[config.mk]
export PLATFORM = sky130hd
export DESIGN_NAME = flash_pd_ctrl
export DESIGN_NICKNAME = d
export VERILOG_FILES = /design/src/core/flash_pd_pkg.sv /design/src/core/flash_pd_ctrl.sv /design/src/core/pin_sync.sv
export VERILOG_INCLUDE_DIRS = /design/src /design/src/core
export SDC_FILE = /design/constraint.sdc
export NUM_CORES = 1
export LEC_CHECK = 0
export ABC_CLOCK_PERIOD_IN_PS = 1860
export BUFFER_PORTS_ARGS = -buffer_cell sky130_fd_sc_hd__buf_4
export CORE_ASPECT_RATIO = 1.2
export CORE_MARGIN = 4
export CORE_UTILIZATION = 50
export CTS_CLUSTER_DIAMETER = 200
export DETAILED_ROUTE_END_ITERATION = 10
export MAX_ROUTING_LAYER = met4
export PLACE_DENSITY = 0.66
export SYNTH_ARGS = -nofsm -noshare
export SYNTH_HDL_FRONTEND = slang
export SYNTH_HIERARCHICAL = 1
export SYNTH_SLANG_ARGS = --single-unit
[constraint.sdc]
create_clock -name clk -period 1.86 [get_ports clk]
set_input_delay 0.279 -clock clk [delete_from_list [all_inputs] [get_ports clk]]
set_output_delay 0.279 -clock clk [all_outputs]
set_load 0.02 [all_outputs]
[src/core/flash_pd_cfg.svh]
// Constants for the flash power-down and pause control block.
// Assumes a 25 MHz system clock sampling all serial pins.
`ifndef FLASH_PD_CFG_SVH
`define FLASH_PD_CFG_SVH
`define OPC_RESUME          8'hab
`define OPC_POWERDOWN       8'hb9
`define CLK_MHZ             25
`define RESUME_LATENCY_US   30
`define RESUME_CYCLES       (`RESUME_LATENCY_US * `CLK_MHZ)
// Pin-to-decision lag, rounded up; taken off the latency loads so limits hold from the pin
`define SYNC_LAG_CYCLES     4
`define ENTRY_LATENCY_US    3
`define ENTRY_CYCLES        (`ENTRY_LATENCY_US * `CLK_MHZ)
`define BITCNT_W            3
`define LAT_W               10
`endif

[src/core/flash_pd_pkg.sv]
// Types for the flash power-down and pause control block.
// Assumes the constants header is included alongside.
package flash_pd_pkg;
  typedef enum logic [1:0] {
    ST_STANDBY,
    ST_POWERDOWN,
    ST_RESUMING,
    ST_ENTERING
  } power_state_type;

  typedef struct packed {
    logic cs_active;
    logic sck;
    logic din;
    logic pause_active;
    logic wp_active;
  } pins_type;
endpackage

[src/core/flash_pd_ctrl.sv]
// Serial control for power-down, resume and pause of a SPI flash.
// Assumes pins come straight from the host; clk much faster than sck.
// How it works
// - In power-down only resume opcode acts
// - Whole bytes after resume opcode are ignored
// - Valid resume then deselect reaches standby
// - Short or misaligned resume stays powered down
// - Pause suspends traffic, clock keeps running
// - Pause never stalls self-timed operations
// - Pause only while chip selected
// - Pause entry waits for clock low
// - Pause holds while pin and select asserted
// - Paused: output released, clock and data ignored
// - Write-protect still followed while paused
// - Pause exit waits for clock low
// - Deselect while paused aborts, clears latch
// - Resume latency at most thirty microseconds
// - Power-down opcode then deselect enters it unless self-timed busy
`timescale 1ns/100ps
`default_nettype none
`include "flash_pd_cfg.svh"
module flash_pd_ctrl (
  input  wire logic  clk,
  input  wire logic  reset,
  input  wire logic  cs_n,
  input  wire logic  sck,
  input  wire logic  din,
  input  wire logic  pause_n,
  input  wire logic  wp_n,
  input  wire logic  write_enable_set,
  input  wire logic  selftimed_busy,
  output logic       dout,
  output logic       dout_oe,
  output logic       write_enable_latch,
  output logic       wp_active,
  output logic       powered_down,
  output logic       standby,
  output logic       paused,
  output logic       cmd_abort
);
  flash_pd_pkg::pins_type          raw_pins;
  flash_pd_pkg::pins_type          pins;
  flash_pd_pkg::power_state_type   state_r;
  flash_pd_pkg::power_state_type   state_nxt;
  logic                            sck_d_r;
  logic                            cs_d_r;
  logic [`BITCNT_W-1:0]            bitcnt_r;
  logic                            byte_seen_r;
  logic [7:0]                      shift_r;
  logic [7:0]                      opcode_r;
  logic                            pause_r;
  logic [`LAT_W-1:0]               lat_r;
  logic                            wel_r;
  logic                            abort_r;

  assign raw_pins = '{cs_active: ~cs_n, sck: sck, din: din, pause_active: ~pause_n, wp_active: ~wp_n};

  pin_sync u_sync (
    .clk     (clk),
    .reset   (reset),
    .pins_in (raw_pins),
    .pins_out(pins)
  );

  // Edge finders on the synchronised pins; one flop of history each
  function automatic logic edge_up(input logic now_v, input logic was_v);
    return now_v & ~was_v;
  endfunction
  function automatic logic edge_down(input logic now_v, input logic was_v);
    return ~now_v & was_v;
  endfunction

  wire sck_rise  = edge_up(pins.sck, sck_d_r);
  wire sck_fall  = edge_down(pins.sck, sck_d_r);
  wire cs_rise   = edge_up(pins.cs_active, cs_d_r);
  wire cs_fall   = edge_down(pins.cs_active, cs_d_r);
  wire sck_low   = ~pins.sck;
  // Pause changes only in clock low phase or when deselected; a high-phase change lands at the fall
  wire pause_nxt = pins.cs_active & pins.pause_active;
  wire pause_upd = ~pins.cs_active | sck_low;
  // Shift only when selected and not paused
  wire shift_en  = sck_rise & pins.cs_active & ~pause_r;
  wire [7:0] shift_nxt = {shift_r[6:0], pins.din};
  wire byte_done = shift_en & (bitcnt_r == 3'h7);
  wire aligned   = (bitcnt_r == 3'h0) & byte_seen_r;
  wire resume_ok = cs_fall & aligned & (opcode_r == `OPC_RESUME);
  wire pd_ok     = cs_fall & aligned & (opcode_r == `OPC_POWERDOWN) & ~selftimed_busy;
  wire pause_abort = cs_fall & pause_r;

  always_comb begin
    state_nxt = state_r;
    case (state_r)
      flash_pd_pkg::ST_STANDBY:   if (pd_ok && !pause_abort) state_nxt = flash_pd_pkg::ST_ENTERING;
      flash_pd_pkg::ST_ENTERING:  if (lat_r == '0) state_nxt = flash_pd_pkg::ST_POWERDOWN;
      // Other opcodes fall through as if never sent
      flash_pd_pkg::ST_POWERDOWN: if (resume_ok && !pause_abort) state_nxt = flash_pd_pkg::ST_RESUMING;
      flash_pd_pkg::ST_RESUMING:  if (lat_r == '0) state_nxt = flash_pd_pkg::ST_STANDBY;
      default:                    state_nxt = flash_pd_pkg::ST_STANDBY;
    endcase
  end

  always_ff @(posedge clk) begin
    if (reset) begin
      sck_d_r <= 1'b0;
      cs_d_r  <= 1'b0;
      pause_r <= 1'b0;
    end else begin
      sck_d_r <= pins.sck;
      cs_d_r  <= pins.cs_active;
      if (pause_upd) pause_r <= pause_nxt;
    end
  end

  // Opcode is the first byte only; later bytes leave it alone
  always_ff @(posedge clk) begin
    if (reset || cs_rise) begin
      bitcnt_r    <= '0;
      byte_seen_r <= 1'b0;
      shift_r     <= '0;
      opcode_r    <= '0;
    end else if (shift_en) begin
      bitcnt_r <= bitcnt_r + 3'h1;
      shift_r  <= shift_nxt;
      if (byte_done) begin
        byte_seen_r <= 1'b1;
        if (!byte_seen_r) opcode_r <= shift_nxt;
      end
    end
  end

  always_ff @(posedge clk) begin
    if (reset) begin
      state_r <= flash_pd_pkg::ST_STANDBY;
      lat_r   <= '0;
    end else begin
      state_r <= state_nxt;
      if (state_r != state_nxt && state_nxt == flash_pd_pkg::ST_RESUMING)
        lat_r <= `LAT_W'(`RESUME_CYCLES - `SYNC_LAG_CYCLES - 1);
      else if (state_r != state_nxt && state_nxt == flash_pd_pkg::ST_ENTERING)
        lat_r <= `LAT_W'(`ENTRY_CYCLES - `SYNC_LAG_CYCLES - 1);
      else if (lat_r != '0)
        lat_r <= lat_r - `LAT_W'(1);
    end
  end

  // Latch is cleared by an aborted paused frame; set request loses to abort
  always_ff @(posedge clk) begin
    if (reset) begin
      wel_r   <= 1'b0;
      abort_r <= 1'b0;
    end else begin
      abort_r <= pause_abort;
      if (pause_abort) wel_r <= 1'b0;
      else if (write_enable_set && state_r == flash_pd_pkg::ST_STANDBY) wel_r <= 1'b1;
    end
  end

  // Self-timed work is outside; busy never consults pause
  assign dout               = 1'b0;
  assign dout_oe            = 1'b0;
  assign write_enable_latch = wel_r;
  assign wp_active          = pins.wp_active;
  assign powered_down       = (state_r == flash_pd_pkg::ST_POWERDOWN);
  assign standby            = (state_r == flash_pd_pkg::ST_STANDBY);
  assign paused             = pause_r;
  assign cmd_abort          = abort_r;
endmodule // flash_pd_ctrl
`default_nettype wire

[src/core/pin_sync.sv]
// Two-flop synchroniser bank for the serial pins.
// Assumes pins are asynchronous to clk.
`timescale 1ns/100ps
`default_nettype none
module pin_sync (
  input  wire logic                     clk,
  input  wire logic                     reset,
  input  wire flash_pd_pkg::pins_type   pins_in,
  output var  flash_pd_pkg::pins_type   pins_out
);
  flash_pd_pkg::pins_type stage1_r;

  // Idle values: deselected, not paused
  always_ff @(posedge clk) begin
    if (reset) begin
      stage1_r <= '0;
      pins_out <= '0;
    end else begin
      stage1_r <= pins_in;
      pins_out <= stage1_r;
    end
  end
endmodule // pin_sync
`default_nettype wire

**Word-level counts from Yosys, hierarchy flattened**

Index checks and enable logic that the tools add are counted.

- Register bits after elaboration: 46
- Logic and storage cells: 84
- Output and inout bits: 8
- Input bits: 9

- Eq/ne operators: 9
- Reductions and logical operators: 18
- $add $sub $neg: 2
- Mux-type cells: 8
- Bitwise logic cells: 24

Operators with widths:

| kind | count |
|---|---|
| $mux W10 | 3 |
| $eq A8 B8 Y1 const B | 2 |
| $and A1 B1 Y1 | 13 |
| $logic_not A10 Y1 | 1 |
| $not A1 Y1 | 10 |
| $reduce_bool A10 Y1 | 1 |
| $sub A10 B1 Y10 const B | 1 |
| $eq A2 B2 Y1 const B | 4 |
| $mux W2 | 4 |
| $pmux W2 S4 | 1 |
| $logic_and A1 B1 Y1 | 5 |
| $reduce_or A2 Y1 | 2 |
| $add A3 B1 Y3 const B | 1 |
| $eq A3 B3 Y1 const B | 1 |
| $logic_not A3 Y1 | 1 |
| $reduce_and A3 Y1 | 1 |
| $reduce_bool A3 Y1 | 1 |
| $reduce_or A3 Y1 | 1 |
| $eq A2 B1 Y1 const B | 1 |
| $logic_not A2 Y1 | 1 |
| $ne A2 B2 Y1 | 1 |
| $reduce_and A2 Y1 | 1 |
| $reduce_bool A2 Y1 | 1 |
| $logic_not A1 Y1 | 1 |
| 2 further kinds | 2 |

**Logic depth before layout (Yosys ltp)**

Gate-level depths: netlist of run 1.

- Depth after elaboration: 12
- Mapped depth: 6
- Depth with buffers taken out: 6

**Modules after synthesis**

The synthesis of run 1 kept the hierarchy.

Modules (own cells, without submodules):

| module | area an instance (um^2) | cells an instance | seq. area each (um^2) | times used |
|---|---|---|---|---|
| flash_pd_ctrl | 1635.3 | 180 | 720.7 | 1 |
| pin_sync | 262.8 | 20 | 200.2 | 1 |

**Worst setup path before layout of run 1**

OpenSTA, ideal clock, no wires.

- Kind: register -> register
- Start: reg pause_r (netlist: paused)
- End: reg lat_r[4]
- Arrival: 1.631 ns
- Path buffers: 0
- Stages on the path, launching flop included: 5
- Clock period less this slack: 1.795 ns
- Setup time: 0.164 ns
- Data required time: 1.696 ns
- Path slack: 0.065 ns
- Cells stage by stage: dfxtp_1 or4b_4 nor4_2 and2_2 a2111oi_0

- Word-level cells in the longest chain between the ends: 8
- Elaborated cells on any way between the ends: 13
- Those cells by class: eq/ne: 3; mux: 3; bitwise: 1; reduce/logical: 6

RTL lines:

| element | line | source |
|---|---|---|
| from (decl) | flash_pd_ctrl.sv:51 | `logic pause_r;` |
| from (signal assigned) | flash_pd_ctrl.sv:110 | `if (pause_upd) pause_r <= pause_nxt;` |
| $and A1 B1 Y1 (*) | flash_pd_ctrl.sv:88 | `wire pause_abort = cs_fall & pause_r;` |
| $logic_not A1 Y1 (*) | flash_pd_ctrl.sv:93, flash_pd_ctrl.sv:96 |  |
| $logic_and A1 B1 Y1 (on tied branches) | flash_pd_ctrl.sv:96, flash_pd_ctrl.sv:93 |  |
| $mux W2 (on tied branches) | flash_pd_ctrl.sv:96, flash_pd_ctrl.sv:93 |  |
| $pmux W2 S4 (*) | flash_pd_ctrl.sv:92 | `case (state_r)` |
| $ne A2 B2 Y1 (tied with other cells) | flash_pd_ctrl.sv:137, flash_pd_ctrl.sv:139 |  |
| $logic_and A1 B1 Y1 (on tied branches) | flash_pd_ctrl.sv:137, flash_pd_ctrl.sv:139 |  |
| $reduce_or A3 Y1 (no line) (*) | n/a |  |
| to (signal assigned) | flash_pd_ctrl.sv:138 | `` lat_r <= `LAT_W'(`RESUME_CYCLES - `SYNC_LAG_CYCLES - 1); `` |
| to (signal assigned) | flash_pd_ctrl.sv:140 | `` lat_r <= `LAT_W'(`ENTRY_CYCLES - `SYNC_LAG_CYCLES - 1); `` |
| to (signal assigned) | flash_pd_ctrl.sv:142 | `` lat_r <= lat_r - `LAT_W'(1); `` |
| to (decl) | flash_pd_ctrl.sv:52 | `` logic [`LAT_W-1:0] lat_r; `` |

Every way passes the cells marked *; elsewhere a longest branch is shown, timed or not.
A chain may end at the register's enable or synchronous reset.

**Final worst setup path of run 1**

- Start: reg bitcnt_r[2]
- End: reg lat_r[4]

- Word-level cells in the longest chain between the ends: 11
- Elaborated cells on any way between the ends: 17
- Those cells by class: eq/ne: 3; mux: 3; bitwise: 5; reduce/logical: 6

RTL lines:

| element | line | source |
|---|---|---|
| from (decl) | flash_pd_ctrl.sv:47 | `` logic [`BITCNT_W-1:0] bitcnt_r; `` |
| from (signal assigned) | flash_pd_ctrl.sv:122 | `bitcnt_r <= bitcnt_r + 3'h1;` |
| $logic_not A3 Y1 (*) | flash_pd_ctrl.sv:85 | `wire aligned = (bitcnt_r == 3'h0) & byte_seen_r;` |
| $and A1 B1 Y1 (*) | flash_pd_ctrl.sv:85 |  |
| $and A1 B1 Y1 (*) | flash_pd_ctrl.sv:86, flash_pd_ctrl.sv:87 |  |
| $and A1 B1 Y1 (2 in a row) | flash_pd_ctrl.sv:87 | `` wire pd_ok = cs_fall & aligned & (opcode_r == `OPC_POWERDOWN) & ~selftimed_busy; `` |
| $logic_and A1 B1 Y1 | flash_pd_ctrl.sv:93 | `flash_pd_pkg::ST_STANDBY: if (pd_ok && !pause_abort) state_nxt = flash_pd_pkg::ST_ENTERING;` |
| $mux W2 | flash_pd_ctrl.sv:93 |  |
| $pmux W2 S4 (*) | flash_pd_ctrl.sv:92 |  |
| $ne A2 B2 Y1 (tied with other cells) | flash_pd_ctrl.sv:137, flash_pd_ctrl.sv:139 |  |
| $logic_and A1 B1 Y1 (on tied branches) | flash_pd_ctrl.sv:137, flash_pd_ctrl.sv:139 |  |
| $reduce_or A3 Y1 (no line) (*) | n/a |  |

Marked as above.

==> flow_metrics.py, run 1 <==
metrics = {
    "routing": {
        "detail_route.first_pass.iterations": 6,
        "avgRoutedWirePerCell_um": 12.7,
        "drt_iter0_drc": 61,
        "routed_wl_um": 3480,
        "postRouteAntennaNets": 0,
        "drc": 0,
        "vias": 1417,
        "avgViaCountPerCell": 5.17,
    },
    "die": {
        "core_area_mm2": 0.00363,
        "die_area_mm2": 0.00485,
        "die_w_um": 64.2,
        "std_cell_rows": 24,
        "die_h_um": 75.5,
        "start_util_pct": 52.2,
        "pin_count": 17,
    },
    "logic_synthesis": {
        "yosysSeqAreaShare_pct": 48.5,
        "synth_common_cells": "dfxtp_1 (46), nand2_1 (22), a21oi_1 (18)",
        "synth_largest_area_cell": "dfxtp_1",
        "yosysMostFrequentCell": "dfxtp_1",
        "netlist_area_mm2": 0.00190,
        "ys.warnings.count": 6,
        "avgSynthCellArea_um2": 9.49,
        "synthTopCellsByArea": "dfxtp_1 (49%), mux2i_1 (6.3%), a21oi_1 (4.7%), nand2_1 (4.4%), nor2b_1 (3.6%)",
        "synth_top_area_share_pct": 48.5,
        "synth.distinct_cells": 45,
        "syn_inst": 200,
        "ys_ff_latch": 46,
        "ys.flop_type": "dfxtp_1",
        "synthArstFlopShare_pct": 0,
        "synth_edf_count": 0,
    },
    "timing": {
        "min_period_ps": 1760,
        "fmax_ghz": 0.569,
        "skew_ps": 5.01,
        "grt_setup_unrepaired": "true",
        "hold_viol": 0,
        "fin_crit_sh_pct": 94.5,
        "setup_violations": 0,
        "drv_slew": 0,
    },
    "clock_network": {
        "cts_hold_buf": 0,
        "cts.sinks": 46,
        "cts_root_buffer": "clkbuf_8",
        "cts_tree": "yes",
        "clk_latency_ps": 290,
        "htree_levels": 2,
        "cts_buffers": 5,
        "clk_pin_slew_ps": 80,
        "clock_path_buffers": 2,
    },
    "finish": {
        "nets": 235,
        "fin_util_pct": 59.8,
        "fillers": 336,
        "fin_cells": 274,
        "area_growth_pct": 14.6,
        "antennaDiodeCount": 0,
        "seq_area_um2": 921,
        "drive_above_1_share_pct": 19.4,
        "multiInputGateArea_um2": 902,
    },
    "worst_setup_path": {
        "cp.required_ps": 2010,
        "r2r-start": "bitcnt_r[2]$_SDFFE_PP0P_",
        "critPathCaptureType": "flip-flop",
        "worstPathMaxFanout": 5,
        "worst-r2r-cell-count": 4,
        "start_kind": "flip-flop",
        "rr_endpoint": "lat_r[4]$_SDFFE_PP0N_",
        "critPathKind": "reg2reg",
        "arrival_ps": 1910,
        "rrSetupSlack_ps": 100,
    },
    "run": {
        "drv_cap": 0,
    },
    "worst_hold_path": {
        "hold_path_class": "in2reg",
        "hp-start": "din",
        "whs_path_depth": 2,
        "min_to": "u_sync/stage1_r[2]$_SDFF_PP0_",
    },
    "status": {
        "status": "finished, final reports clean",
    },
    "global_route": {
        "grt_max_degree": 23,
        "grt_pass1_vias": 1388,
        "antenna_found_initial": 0,
        "gr-total-overflow": 0,
        "grt_usage_pct": 16.3,
        "grt_pass1_wl_um": 5850,
    },
    "place": {
        "dp.cells": 266,
        "io_buffers": 14,
        "globalplace.congestion": 0.775,
        "dp_hpwl_um": 2640,
    },
    "power_and_ir_drop": {
        "p_leak_nw": 0.901,
        "p_per_area_mw_per_mm2": 1190,
        "irDropWorstVdd_v": 0.000544,
    },
}
## report_power, final
group | switching [mW] | internal, mW | leakage (nW)
Clock | 0.305 | 0.299 | 0.0482
Sequential | 0.117 | 1.09 | 0.375
Combinational | 0.386 | 0.377 | 0.478
Total | 0.808 | 1.77 | 0.901
## worst max-delay path, cell delays in order, from the launching register on
cell and delay [ps]:
dfxtp_1 330, or4b_4 560, nor4_2 380, and2_2 270
a2111oi_1 80
## metal layers
| metal | vias to the layer above | share of wire (%) | GRT usage [%] |
|---|---|---|---|
| met5 | - | 0 | - |
| met4 | 0 | 2.4 | 9.62 |
| met3 | 8 | 2.4 | 3.54 |
| met2 | 16 | 55 | 31.0 |
| met1 | 667 | 40 | 15.1 |
| li1 | 726 | - | - |
## kinds of logic (layout without fill, tap and decap cells)
kind of cell             after synthesis  count (layout)  synth area share (%)
AND/OR/NAND/NOR                       81              81                  24.9
flip-flops                            46              46                  48.5
AO/OA/AOI/OAI                         33              33                  11.0
buffers and inverters                 19              40                  4.22
multiplexers                          13              13                  6.92
adder cells (fa/ha/maj)                5               5                  3.30
XOR/XNOR                               2               2                 0.923
other                                  1               2                 0.198
## cell usage in the layout, fill, tap and decap left out, drive strengths merged, types with 3 or more instances in the layout
master  Yosys  routed
nand3b      4       4
inv        12      12
clkbuf      4       7
buf         3      20
nand4b      3       3
dfxtp      46      46
ha          5       5
nor2b      11      11
nor4        3       3
a21oi      18      18
a31oi       4       4
nand2      24      24
nor3        7       7
mux2i      12      12
nor2       17      17
## area by class of cell
type | count | area share [%]
Clock inverter | 1 | 0.230
Tap cell | 52 | 2.99
Multi-Input combinational cell | 136 | 41.5
Clock buffer | 7 | 3.97
Timing Repair Buffer | 20 | 6.90
Inverter | 12 | 2.07
Sequential cell | 46 | 42.3
## per-stage QoR
step | setup WS, ps | instance area [um^2] | hold slack, ps | TNS, ps | total power, mW
global route | -23.4 | 2170 | 201 | -23.4 | 2.75
floorplan | 65.5 | 1900 | 351 | 0 | 1.80
detailed placement | 92.5 | 2080 | 429 | 0 | 1.99
finish | 102 | 2170 | 195 | 0 | 2.58
global placement | 122 | 2080 | 420 | 0 | 1.96
CTS | 77.6 | 2170 | 185 | 0 | 2.60
## state kept, by name (all words and copies together), names as in the netlist
name and count:
lat_r 10, opcode_r 8, shift_r 7, u_sync/pins_out 5, u_sync/stage1_r 5, bitcnt_r 3
state_r 2, byte_seen_r 1, cmd_abort 1, cs_d_r 1, paused 1, sck_d_r 1
write_enable_latch 1
## timing repair
action | in CTS | in global routing
setup endpoints to repair | 0 | 1
resized for setup | 0 | 1
buffers inserted | 0 | 0
endpoints found under the hold margin | 0 | 0
## worst max path at each step
stage	start	end	slack (ps)	cells past startpoint
2_1_floorplan	paused$_SDFFE_PP0P_	lat_r[4]$_SDFFE_PP0N_	70	4
3_3_place_gp	bitcnt_r[2]$_SDFFE_PP0P_	lat_r[4]$_SDFFE_PP0N_	120	4
3_5_place_dp	bitcnt_r[2]$_SDFFE_PP0P_	lat_r[4]$_SDFFE_PP0N_	90	4
4_1_cts	bitcnt_r[2]$_SDFFE_PP0P_	lat_r[4]$_SDFFE_PP0N_	80	4
5_1_grt	bitcnt_r[2]$_SDFFE_PP0P_	lat_r[4]$_SDFFE_PP0N_	-20	4
6_report	bitcnt_r[2]$_SDFFE_PP0P_	lat_r[4]$_SDFFE_PP0N_	100	4
No activity file was read; power rests on OpenSTA's default activity.
==> run 2: changes to the inputs <==
--- a/config.mk
+++ b/config.mk
@@ -17,5 +17,4 @@
 export PLACE_DENSITY = 0.66
 export SYNTH_ARGS = -nofsm -noshare
 export SYNTH_HDL_FRONTEND = slang
-export SYNTH_HIERARCHICAL = 1
 export SYNTH_SLANG_ARGS = --single-unit
==> constraint.sdc (replaced) <==
create_clock -name clk -period 1.86 [get_ports clk]
set_input_delay 0.279 -clock clk [delete_from_list [all_inputs] [get_ports clk]]
set_output_delay 0.279 -clock clk [all_outputs]
set_load 0.05 [all_outputs]
==> run 2 against run 1 <==
Compared with the run above: cell area shrank 1.6%; global-route usage grew 0.12 points; critical path type unchanged; worst setup slack lost 55 ps; utilization grew 2.1 points; hold slack lost 75 ps; clock skew grew 0.78 ps; power grew 7.1%; sequential share of layout area grew 0.73 points; final cell count shrank 5.8%; register-to-register slack lost 50 ps; sequential power is essentially flat.
==> flow_metrics.py, run 2 <==
metrics = {
    "logic_synthesis": {
        "avgSynthCellArea_um2": 9.31,
        "yosysMostFrequentCell": "dfxtp_1",
        "synth.distinct_cells": 40,
        "netlist_area_mm2": 0.00185,
        "synth_top_area_share_pct": 49.7,
        "ys_ff_latch": 46,
        "syn_inst": 199,
        "synth-simple-area-share_pct": 24.1,
        "synth-compound-area-share_pct": 11.7,
        "synthTopCellsByArea": "dfxtp_1 (50%), mux2i_1 (5.9%), nand2_1 (5.5%), a21oi_1 (4.1%), nor2_1 (3.9%)",
        "synth_top_family_by_area": "simple AND/OR/NAND/NOR gates",
        "synth_edf_count": 0,
        "synth-xor-area-share_pct": 0.473,
        "ys.flop_type": "dfxtp_1",
        "synthArstFlopShare_pct": 0,
        "synth_common_cells": "dfxtp_1 (46), nand2_1 (27), nor2_1 (19)",
        "ys.warnings.count": 0,
        "synth-adder-area-share_pct": 3.38,
        "synth_largest_area_cell": "dfxtp_1",
        "synthMuxAreaShare_pct": 6.55,
        "yosysSeqAreaShare_pct": 49.7,
    },
    "finish": {
        "area_growth_pct": 15.6,
        "largestRegisters": "lat_r: 10 flops, opcode_r: 8 flops, shift_r: 7 flops",
        "antennaDiodeCount": 0,
        "fillers": 300,
        "regMostFlops": "lat_r",
        "largest_reg_flops": 10,
        "nets": 234,
        "drive_above_1_share_pct": 16.7,
        "final_cell_mix": "dfxtp_1 (45), nand2_1 (27), buf_4 (21)",
        "mostFrequentLayoutCell": "dfxtp_1",
    },
    "clock_network": {
        "cts_root_buffer": "clkbuf_8",
        "cts_buffers": 5,
        "cts_tree": "yes",
        "cts_hold_buf": 0,
        "clk_latency_ps": 300,
        "post_cts_buffers": 0,
        "clk_pin_slew_ps": 80,
        "htree_levels": 2,
        "cts_resized": 0,
        "clock_path_buffers": 2,
        "cts.sinks": 46,
    },
    "run": {
        "drv_cap": 0,
    },
    "worst_setup_path": {
        "cp.required_ps": 2090,
        "critPathSlowestCell": "or4_4",
        "crit_top_cell": "or4_4",
        "worstPathCellList": "or4_4, or4_4, a211o_1, a31oi_1",
        "arrival_ps": 2040,
        "start_kind": "flip-flop",
        "path_buf_inv": 0,
        "cpLargestDelayFamily": "simple AND/OR/NAND/NOR gates",
        "worstPathMaxFanout": 4,
        "cpPeakStageDelay_ps": 540,
        "critPathKind": "reg2reg",
        "critPathCaptureType": "flip-flop",
    },
    "power_and_ir_drop": {
        "internal_power_mw": 1.93,
        "switchingPower_mw": 0.829,
        "p_per_area_mw_per_mm2": 1290,
        "p_sw_share_pct": 30.0,
        "clkPwrFrac_pct": 26.2,
        "irDropWorstVdd_v": 0.000663,
        "power_frac_seq_pct": 44.5,
        "p_leak_nw": 0.874,
        "pwr-share-comb_pct": 29.3,
    },
    "place": {
        "dp_hpwl_um": 2510,
        "io_buffers": 14,
        "globalplace.congestion": 0.883,
    },
    "die": {
        "die_area_mm2": 0.00475,
        "start_util_pct": 53.6,
        "pin_count": 17,
        "std_cell_rows": 23,
        "die_w_um": 63.6,
        "die_h_um": 74.7,
        "core_area_mm2": 0.00345,
    },
    "worst_hold_path": {
        "hold_path_class": "in2reg",
    },
    "routing": {
        "vias": 1420,
        "detail_route.first_pass.iterations": 4,
        "avgViaCountPerCell": 5.50,
        "drt_iter0_drc": 115,
        "drc": 0,
        "postRouteAntennaNets": 0,
        "routed_wl_um": 3500,
        "avgRoutedWirePerCell_um": 13.6,
    },
    "timing": {
        "skew_ps": 5.79,
        "setup_violations": 0,
        "hold_viol": 0,
        "fmax_ghz": 0.552,
        "min_period_ps": 1810,
        "setup_tns_ps": 0,
        "hold_ws_ps": 121,
        "fin_crit_sh_pct": 97.5,
        "grt_setup_unrepaired": "false",
        "drv_slew": 0,
    },
    "global_route": {
        "gr-total-overflow": 0,
        "antenna_found_initial": 0,
        "grt_pass1_wl_um": 5930,
        "grt_max_degree": 23,
        "grt_pass1_vias": 1346,
        "grt_usage_pct": 16.4,
    },
    "status": {
        "status": "finished, final reports clean",
    },
}
run 2: cell type report:
class                   count  area [um^2]  area share (%)
clock buffers               5         68.8            3.21
clock inverters             3         40.0            1.87
inverters                   9         33.8            1.58
multi-input cells         137          872            40.7
flip-flops and latches     46          922            43.1
well taps                  37         46.3            2.16
repair buffers             21          158            7.36
run 2: worst paths after layout:
kind                                               startpoint                             to  slack [ps]  cells past startpoint
worst min register to register  u_sync.stage1_r[2]$_SDFF_PP0_  u_sync.pins_out[2]$_SDFF_PP0_         440                      1
worst max register to register          lat_r[0]$_SDFFE_PP0P_          lat_r[7]$_SDFFE_PP0P_          50                      4
worst max-delay path                    lat_r[0]$_SDFFE_PP0P_          lat_r[7]$_SDFFE_PP0P_          50                      4
worst min-delay path                                  pause_n  u_sync.stage1_r[1]$_SDFF_PP0_         120                      2
run 2: cell families after synthesis:
logic type | after synthesis
AO/OA/AOI/OAI | 34
XOR/XNOR | 1
adder cells (fa/ha/maj) | 5
buffers and inverters | 17
flip-flops | 46
multiplexers | 12
other | 1
AND/OR/NAND/NOR | 83
run 2: layer usage:
metal	GRT usage (%)	wire length, um
met4	7.91	69
met1	18.5	1540
met5	-	0
met2	27.0	1750
met3	4.78	133
run 2: power groups by stage:
stage	clock network, mW	logic [mW]	registers, mW
2_1_floorplan	0	0.605	1.21
3_3_place_gp	0	0.760	1.22
3_5_place_dp	0	0.777	1.23
4_1_cts	0.741	0.784	1.21
5_1_grt	0.777	0.897	1.24
6_report	0.723	0.809	1.23
run 2: metrics by stage:
step                      cells  util, %  area (um^2)  power [mW]  setup slack, ps
after global routing        258     62.0         2140        2.92             5.30
after floorplan             200        -         1860        1.82             97.2
final                       258     62.0         2140        2.76             47.2
after global placement      250     58.6         2020        1.98             99.4
after detailed placement    250     58.6         2020        2.01             73.2
after CTS                   258     61.7         2130        2.74             48.6
==> run 3: changes to the inputs <==
--- a/config.mk
+++ b/config.mk
@@ -8,8 +8,9 @@
 export LEC_CHECK = 0
 export ABC_CLOCK_PERIOD_IN_PS = 1860
 export BUFFER_PORTS_ARGS = -buffer_cell sky130_fd_sc_hd__buf_4
+export CAP_MARGIN = 20
 export CORE_ASPECT_RATIO = 1.2
-export CORE_MARGIN = 4
+export CORE_MARGIN = 2
 export CORE_UTILIZATION = 50
 export CTS_CLUSTER_DIAMETER = 200
 export DETAILED_ROUTE_END_ITERATION = 10
==> run 3 against run 2 <==
Compared with the run above: sequential share of layout area about the same; combinational power about the same; routed wire length increased by 1.8%; count of clock-buffer cells in the layout increased by 1; worst setup slack improved by 4.1 ps; utilization decreased by 2.5 points; global-route usage increased by 3.5 points; hold slack got worse by 4.6 ps; critical path type unchanged; clock skew increased by 3.4 ps; cell area about the same.
==> flow_metrics.py, run 3 (synthesis gave the netlist of run 2 again) <==
metrics = {
    "power_and_ir_drop": {
        "irDropWorstVdd_v": 0.000658,
        "p_leak_nw": 0.862,
        "p_per_area_mw_per_mm2": 1280,
    },
    "die": {
        "start_util_pct": 51.4,
        "core_area_mm2": 0.00360,
        "die_area_mm2": 0.00421,
        "std_cell_rows": 24,
        "die_h_um": 70.7,
        "die_w_um": 59.6,
        "pin_count": 17,
    },
    "finish": {
        "multiInputGateArea_um2": 870,
        "mostFrequentLayoutCell": "dfxtp_1",
        "antennaDiodeCount": 0,
        "nets": 234,
        "largestRegisters": "lat_r: 10 flops, opcode_r: 8 flops, shift_r: 7 flops",
        "fillers": 329,
        "regMostFlops": "lat_r",
        "largest_reg_flops": 10,
        "final_cell_mix": "dfxtp_1 (45), nand2_1 (27), buf_4 (21)",
        "seq_area_um2": 922,
        "drive_above_1_share_pct": 16.7,
        "area_growth_pct": 15.7,
        "fin_util_pct": 59.4,
    },
    "place": {
        "dp_hpwl_um": 2610,
        "globalplace.congestion": 0.859,
        "place_ws_ps": 66.4,
        "io_buffers": 14,
    },
    "global_route": {
        "grt_usage_pct": 19.9,
        "grt_pass1_wl_um": 6250,
        "grt_pass1_vias": 1414,
        "met3_usage_pct": 5.48,
        "antenna_found_initial": 0,
        "use_met1_pct": 23.1,
        "grtUsageMet2_pct": 31.6,
        "grt_max_degree": 23,
        "busiest_layer": "met2",
        "gr-total-overflow": 0,
    },
    "worst_setup_path": {
        "cpPeakStageDelay_ps": 530,
        "worst-r2r-cell-count": 4,
        "crit_top_cell": "or4_4",
        "start_kind": "flip-flop",
        "worstPathCellList": "or4_4, or4_4, a211o_1, a31oi_1",
        "rr_endpoint": "lat_r[7]$_SDFFE_PP0P_",
        "cp.required_ps": 2090,
        "cpLargestDelayFamily": "simple AND/OR/NAND/NOR gates",
        "critPathCaptureType": "flip-flop",
        "r2r-start": "lat_r[0]$_SDFFE_PP0P_",
        "arrival_ps": 2040,
        "rrSetupSlack_ps": 50,
        "critPathKind": "reg2reg",
        "critPathSlowestCell": "or4_4",
        "worstPathMaxFanout": 4,
        "path_buf_inv": 0,
    },
    "clock_network": {
        "cts_hold_buf": 0,
        "cts_tree": "yes",
        "post_cts_buffers": 0,
        "clk_pin_slew_ps": 80,
        "cts_resized": 0,
        "clk_latency_ps": 300,
        "htree_levels": 2,
        "cts.sinks": 46,
        "cts_root_buffer": "clkbuf_8",
        "cts_buffers": 5,
        "clock_path_buffers": 2,
    },
    "timing": {
        "grt_setup_unrepaired": "true",
        "min_period_ps": 1810,
        "fin_crit_sh_pct": 97.2,
        "hold_viol": 0,
        "fmax_ghz": 0.553,
        "skew_ps": 9.21,
        "setup_tns_ps": 0,
        "finalWorstSetupSlack_ps": 51.3,
        "drv_slew": 0,
        "setup_violations": 0,
    },
    "routing": {
        "postRouteAntennaNets": 0,
        "detail_route.first_pass.iterations": 4,
        "drt_iter0_drc": 110,
        "vias": 1458,
        "avgRoutedWirePerCell_um": 13.7,
        "avgViaCountPerCell": 5.61,
        "routed_wl_um": 3560,
        "drc": 0,
    },
    "worst_hold_path": {
        "hold_path_class": "in2reg",
        "hp-start": "cs_n",
        "whs_path_depth": 2,
        "min_to": "u_sync.stage1_r[4]$_SDFF_PP0_",
    },
    "run": {
        "drv_cap": 0,
    },
    "status": {
        "status": "finished, final reports clean",
    },
}
-- run 3: changes by cell type in the layout (fill, tap and decap cells not counted), sizes merged --
cell      delta
clkinv       -2
clkinvlp     +1
clkbuf       +1
-- run 3: layer usage --
| layer | vias up | wire (um) |
|---|---|---|
| met3 | 5 | 153 |
| met2 | 34 | 1760 |
| met4 | 0 | 72 |
| li1 | 732 | - |
| met1 | 687 | 1570 |
| met5 | - | 0 |
-- run 3: stage by stage --
step / hold slack (ps) / total power [mW] / cells / instance area [um^2]
3_3_place_gp: 418 / 1.98 / 252 / 2020
4_1_cts: 103 / 2.76 / 260 / 2130
5_1_grt: 99.5 / 2.90 / 260 / 2140
6_report: 116 / 2.75 / 260 / 2140
2_1_floorplan: 346 / 1.82 / 200 / 1860
3_5_place_dp: 431 / 2.03 / 252 / 2020
-- run 3: power by group --
group | internal, mW | switching, mW | total (mW) | leakage [nW]
Clock | 0.401 | 0.322 | 0.723 | 0.0514
Combinational | 0.422 | 0.386 | 0.808 | 0.435
Sequential | 1.10 | 0.118 | 1.22 | 0.375
Total | 1.92 | 0.825 | 2.75 | 0.862
-- run 3: how the worst max path moves through the flow --
stage | startpoint | to | slack [ps] | cells past startpoint
after floorplan | lat_r[0]$_SDFFE_PP0P_ | lat_r[7]$_SDFFE_PP0P_ | 100 | 4
after global placement | lat_r[0]$_SDFFE_PP0P_ | lat_r[7]$_SDFFE_PP0P_ | 90 | 4
after detailed placement | lat_r[0]$_SDFFE_PP0P_ | lat_r[7]$_SDFFE_PP0P_ | 70 | 4
after CTS | lat_r[0]$_SDFFE_PP0P_ | lat_r[7]$_SDFFE_PP0P_ | 50 | 4
after global routing | lat_r[1]$_SDFFE_PP0P_ | lat_r[1]$_SDFFE_PP0P_ | -30 | 6
final | lat_r[0]$_SDFFE_PP0P_ | lat_r[7]$_SDFFE_PP0P_ | 50 | 4
-- run 3: final cells by class --
class | count | share of cell area [%]
Tap cell | 39 | 2.28
Clock buffer | 6 | 3.39
Clock inverter | 2 | 1.75
Multi-Input combinational cell | 137 | 40.6
Timing Repair Buffer | 21 | 7.36
Inverter | 9 | 1.58
Sequential cell | 46 | 43.0
